==> src/dsg_pkg.sv <==
// dsg_pkg: constants and types for the dma start gating block
// assumes a single 100 MHz pci clock domain
package dsg_pkg;

  // ------------------------------------------------------------
  // widths and reset values
  // ------------------------------------------------------------
  localparam int unsigned BAR_W        = 3;
  localparam logic [2:0]  BAR_RST      = 3'h0;
  localparam logic        REQN_RST     = 1'b1;
  localparam logic        HALT_ONE_RST = 1'b0;
  localparam logic        DIR_RST      = 1'b0;

  // ------------------------------------------------------------
  // master sequencer states
  // ------------------------------------------------------------
  typedef enum logic [3:0] {
    DSG_IDLE = 4'h1,
    DSG_WAIT = 4'h2,
    DSG_REQ  = 4'h4,
    DSG_XFER = 4'h8
  } dsg_state_e;

endpackage

==> src/dsg_start_gate.sv <==
// dsg_start_gate: holds off dma launch while the backend is busy,
// raises the pci request one cycle after busy drops.
// assumes busy, halt and arbiter inputs are synchronous to ref_clk.
//
// Overview of operation
// - read busy blocks any dma read start
// - write busy blocks any dma write start
// - output shows bar space dma uses
// - request asserted cycle after busy clears
// - busy release starts, halt or last word stops
// - halt held: launch, end after one word
`timescale 1ns/1ps
`default_nettype none

module dsg_start_gate
  import dsg_pkg::*;
(
  // clock and reset
  input  wire logic             ref_clk,
  input  wire logic             sys_rst,
  // dma programming side
  input  wire logic             dma_pending,
  input  wire logic             dma_is_write,
  input  wire logic [BAR_W-1:0] dma_bar,
  // backend gating
  input  wire logic             rd_busy,
  input  wire logic             wr_busy,
  input  wire logic             master_halt,
  // pci arbiter and data path
  input  wire logic             gnt_n,
  input  wire logic             word_done,
  input  wire logic             xfer_last,
  // status outputs
  output logic                  req_n,
  output logic                  mast_active,
  output logic                  halt_after_one,
  output logic                  xfer_end,
  output logic [BAR_W-1:0]      dma_bar_sel
);

  // ------------------------------------------------------------
  // state
  // ------------------------------------------------------------
  dsg_state_e       state_q;
  dsg_state_e       state_d;
  logic             req_n_q;
  logic             req_n_d;
  logic             one_q;
  logic             one_d;
  logic             dir_q;
  logic             dir_d;
  logic [BAR_W-1:0] bar_q;
  logic [BAR_W-1:0] bar_d;
  logic             busy_sel;
  logic             take_dma;
  logic             launch;
  logic             granted;
  logic             end_now;

  // ------------------------------------------------------------
  // launch decisions
  // ------------------------------------------------------------
  // busy is read straight off the pin at the deciding edge; one more
  // sampling stage would push the request a cycle too late
  always_comb
  begin
    busy_sel = dir_q ? wr_busy : rd_busy;
    take_dma = (state_q == DSG_IDLE) && dma_pending;
    launch   = (state_q == DSG_WAIT) && !busy_sel;
    granted  = (state_q == DSG_REQ) && !gnt_n;
    // halt at any word, or latched at launch, ends the cycle
    end_now  = (state_q == DSG_XFER) && word_done
               && (one_q || xfer_last || master_halt);
  end

  // ------------------------------------------------------------
  // sequencer
  // ------------------------------------------------------------
  always_comb
  begin
    state_d = state_q;
    case (state_q)
      DSG_IDLE:
      begin
        if (take_dma)
        begin
          state_d = DSG_WAIT;
        end
      end
      DSG_WAIT:
      begin
        if (launch)
        begin
          state_d = DSG_REQ;
        end
      end
      DSG_REQ:
      begin
        if (granted)
        begin
          state_d = DSG_XFER;
        end
      end
      DSG_XFER:
      begin
        if (end_now)
        begin
          state_d = DSG_IDLE;
        end
      end
      default:
      begin
        state_d = DSG_IDLE;
      end
    endcase
  end

  always_ff @(posedge ref_clk or posedge sys_rst)
  begin
    if (sys_rst)
    begin
      state_q <= DSG_IDLE;
    end
    else
    begin
      state_q <= state_d;
    end
  end

  // ------------------------------------------------------------
  // bus request
  // ------------------------------------------------------------
  // request only ever stands in the request state, so a stray state
  // code cannot leave the bus requested
  always_comb
  begin
    req_n_d = req_n_q;
    if (launch)
    begin
      req_n_d = 1'b0;
    end
    else if (granted || (state_q != DSG_REQ))
    begin
      req_n_d = REQN_RST;
    end
  end

  always_ff @(posedge ref_clk or posedge sys_rst)
  begin
    if (sys_rst)
    begin
      req_n_q <= REQN_RST;
    end
    else
    begin
      req_n_q <= req_n_d;
    end
  end

  // ------------------------------------------------------------
  // direction and bar capture
  // ------------------------------------------------------------
  always_comb
  begin
    dir_d = dir_q;
    bar_d = bar_q;
    if (take_dma)
    begin
      dir_d = dma_is_write;
      bar_d = dma_bar;
    end
  end

  always_ff @(posedge ref_clk or posedge sys_rst)
  begin
    if (sys_rst)
    begin
      dir_q <= DIR_RST;
      bar_q <= BAR_RST;
    end
    else
    begin
      dir_q <= dir_d;
      bar_q <= bar_d;
    end
  end

  // ------------------------------------------------------------
  // single word after halt
  // ------------------------------------------------------------
  always_comb
  begin
    one_d = one_q;
    if (launch)
    begin
      one_d = master_halt;
    end
    else if (end_now)
    begin
      one_d = HALT_ONE_RST;
    end
  end

  always_ff @(posedge ref_clk or posedge sys_rst)
  begin
    if (sys_rst)
    begin
      one_q <= HALT_ONE_RST;
    end
    else
    begin
      one_q <= one_d;
    end
  end

  // ------------------------------------------------------------
  // outputs
  // ------------------------------------------------------------
  assign req_n          = req_n_q;
  assign mast_active    = (state_q == DSG_XFER);
  assign halt_after_one = one_q;
  assign xfer_end       = end_now;
  assign dma_bar_sel    = bar_q;

endmodule // dsg_start_gate

`default_nettype wire

==> config.mk <==
export PLATFORM = sky130hd
export DESIGN_NAME = dsg_start_gate
export DESIGN_NICKNAME = d
export VERILOG_FILES = /design/src/dsg_pkg.sv /design/src/dsg_start_gate.sv
export SDC_FILE = /design/constraint.sdc
export NUM_CORES = 1
export LEC_CHECK = 0
export ABC_AREA = 0
export BUFFER_PORTS_ARGS = -buffer_cell sky130_fd_sc_hd__buf_2
export CELL_PAD_IN_SITES_DETAIL_PLACEMENT = 1
export CELL_PAD_IN_SITES_GLOBAL_PLACEMENT = 1
export CORE_MARGIN = 4
export CORE_UTILIZATION = 38
export CTS_CLUSTER_DIAMETER = 100
export DETAILED_ROUTE_END_ITERATION = 6
export PLACE_DENSITY = 0.78
export SLEW_MARGIN = 15
export SYNTH_ARGS = -nofsm -noshare
export SYNTH_HDL_FRONTEND = slang
export SYNTH_SLANG_ARGS = --single-unit
==> constraint.sdc <==
create_clock -name ref_clk -period 5 [get_ports ref_clk]
set_clock_uncertainty 0.1 [all_clocks]
set_input_delay 0 -clock ref_clk [delete_from_list [all_inputs] [get_ports ref_clk]]
set_output_delay 0 -clock ref_clk [all_outputs]
set_load 0.02 [all_outputs]
==> run_results.csv <==
group,metric,value,unit
pwr,internal_power,250,uW
clock_network,cts_resized,0,
floorplanning,rows,13,
global_routing,grt.overflow.total,0,
global_routing,grt_pass1_vias,444,
final_layout,final_cell_mix,"buf_2 (19), dlygate4sd3_1 (9), dfrtp_1 (8), mux2_4 (4)",
synthesis,synth_nets,55,
status,outcome,"finished, final reports clean",
pwr,pwr-share-seq,41.1,%
synthesis,synth_seq_cells,10,
routing,drtIter0Drc,5,
floorplanning,dieWidth,45.8,um
synthesis,syn_area,544,um^2
timing,fin_crit,1.98,ns
routing,remaining_drc_errors,0,
final_layout,layout_commonest_cell,"buf_2",
routing,vias,455,
floorplanning,die_area,2100,um^2
global_routing,antenna_found_initial,0,
clock_network,cts_setup_buffers,0,
pwr,vdd_ir_drop_max,0.296,mV
floorplanning,ios,20,
pwr,leakagePower,0.352,nW
routing,drtAntennaViolNets,0,
routing,routed_wl,1.35,mm
worst_setup_path,reg2reg_depth,4,
placed_design,place_inst,74,
global_routing,grt_usage,15.0,%
final_layout,drive_gt1_share,44.4,%
worst_setup_path,cp_max_fo,10,
final_layout,stdcell_count,87,
synthesis,ys_types,26,
pwr,p_total,395,uW
pwr,switchingPower,145,uW
floorplanning,start_util,41.3,%
pwr,p_sw_share,36.7,%
worst_setup_path,reg2reg_setup_slack,3.02,ns
timing,max_freq,505,MHz
timing,final-setup-viol-count,0,
timing,setup_slack,3.02,ns
routing,wl_per_cell,15.5,um
worst_setup_path,endpoint_kind,"register",
timing,slew_headroom,66.2,%
worst_setup_path,required,5.06,ns
synthesis,avgSynthCellArea,13.0,um^2
clock_network,htree_levels,1,
placed_design,port_buffers,19,
worst_hold_path,whs_path_depth,4,
final_layout,area_delta_synth_final,41.8,%
worst_hold_path,hold_end,"state_q[0]",
synthesis,synthCells,42,
worst_setup_path,crit_arrival,2.04,ns
routing,via_per_inst,5.23,
pwr,p_comb_share,39.8,%
synthesis,yosys_warnings,0,
worst_setup_path,r2r-end,"halt_after_one",
global_routing,grt_pass1_wl,2.13,mm
clock_network,root_buffer,"clkbuf_4",
worst_setup_path,r2r-start,"state_q[2]",
timing,drv_slew,0,
timing,finalSetupTns,0,ns
routing,drt_pass1_iterations,4,
clock_network,clk_pin_slew,0.07,ns
clock_network,numCtsBuffers,3,
final_layout,diodes,0,
pwr,power_per_cell_area,512,nW/um^2
clock_network,clk_latency,0.28,ns
pwr,clkPwrFrac,19.1,%
clock_network,cts.sinks,10,
worst_setup_path,crit_type,"reg -> reg",
global_routing,grt_max_degree,11,
timing,rsz0062_at_grt,"no",
run,cap_viol_max_count,0,
worst_hold_path,hold_class,"in -> reg",
floorplanning,die_y,45.8,um
final_layout,fin_nets,86,
synthesis,ys_seq_area_share,46.4,%
clock_network,holdBufCountCts,9,
timing,period_share,39.6,%
floorplanning,core_area,1320,um^2
timing,worstMarginPinSlew,0.504,ns
placed_design,hpwl,931,um
clock_network,clk_path_buf_depth,2,
placed_design,gp_congestion,0.681,
timing,hold_viol,0,
clock_network,cts_tree,"done",
worst_hold_path,min_from,"word_done",
placed_design,place_ws,3.28,ns
worst_setup_path,critPathLaunchType,"register",
[cell type report]
cell class / count / area [um^2]
multi-input combinational: 28 / 272
fill: 141 / 546
sequential: 10 / 253
timing repair buffer: 28 / 185
tap: 15 / 18.8
inverter: 2 / 7.51
clock buffer: 4 / 36.3
[cell usage after synthesis]
master / number / share of area [%]
a31o_1: 1 / 1.6
nor4b_4: 1 / 4.4
or2_1: 1 / 1.2
o31a_1: 1 / 1.6
buf_2: 1 / 0.92
or4b_1: 2 / 3.7
inv_1: 2 / 1.4
o21ai_1: 1 / 0.92
o21a_1: 1 / 1.4
nor4b_2: 1 / 2.8
o31ai_1: 1 / 1.4
a211oi_1: 1 / 1.4
a21o_1: 1 / 1.4
a211o_1: 1 / 1.6
o21bai_1: 1 / 1.4
dfstp_2: 2 / 9.7
nor4_4: 1 / 3.9
dfrtp_1: 8 / 37
mux2i_1: 1 / 1.8
nand3b_1: 2 / 2.8
a21oi_1: 1 / 0.92
a221oi_1: 1 / 1.6
buf_4: 1 / 1.4
mux2_4: 4 / 11
nor2b_1: 1 / 1.2
nand2_1: 3 / 2.1
[state kept, by name, summed over array words and instances, names as in the netlist]
register / count
dir_q: 1
state_q: 4
dma_bar_sel: 3
req_n: 1
halt_after_one: 1
[power by group through the flow]
| stage | Combinational [mW] | Sequential [mW] | Clock (mW) |
|---|---|---|---|
| after CTS | 0.160 | 0.162 | 0.0781 |
| after global routing | 0.169 | 0.169 | 0.0817 |
| final | 0.157 | 0.162 | 0.0755 |
| after global placement | 0.142 | 0.162 | 0 |
| after detailed placement | 0.148 | 0.162 | 0 |
| after floorplan | 0.108 | 0.163 | 0 |
[routing by layer]
layer / up-vias / routed length, um / track usage (%)
li1: 218 / - / -
met1: 224 / 594 / 17.8
met2: 11 / 662 / 23.9
met3: 2 / 74 / 6.32
met4: 0 / 16 / 5.11
met5: - / 0 / 0
[kinds of logic (layout without fill, tap and decap cells)]
logic type      Yosys count  after routing  synth area share [%]
compound gates           11             11                  15.2
buf+inv                   4             34                  3.68
flops                    10             10                  46.4
mux                       5              5                  12.9
simple gates             12             12                  21.8
[worst max path at each step]
stage	startpoint	cells past startpoint	endpoint
2_1_floorplan	state_q[0]	4	dma_bar_sel[0]
3_3_place_gp	state_q[0]	3	dma_bar_sel[1]
3_5_place_dp	state_q[0]	3	dma_bar_sel[2]
4_1_cts	state_q[2]	4	halt_after_one
5_1_grt	state_q[2]	4	halt_after_one
6_report	state_q[2]	4	halt_after_one
[critical path: stages (launching register included)]
cell,delay [ns]
dfrtp_1,0.53
nor4b_4,0.37
a221oi_1,0.13
a31o_1,0.19
dlygate4sd3_1,0.54
[per-stage QoR]
step | instance area (um^2) | util [%] | hold WS, ns
floorplan | 544 | - | -0.261
global placement | 646 | 49.0 | -0.111
detailed placement | 646 | 49.0 | -0.0990
CTS | 772 | 58.6 | 0.00588
global route | 772 | 58.6 | 0.0372
finish | 772 | 58.6 | 0.0155
(Power assumes the default switching activity.)
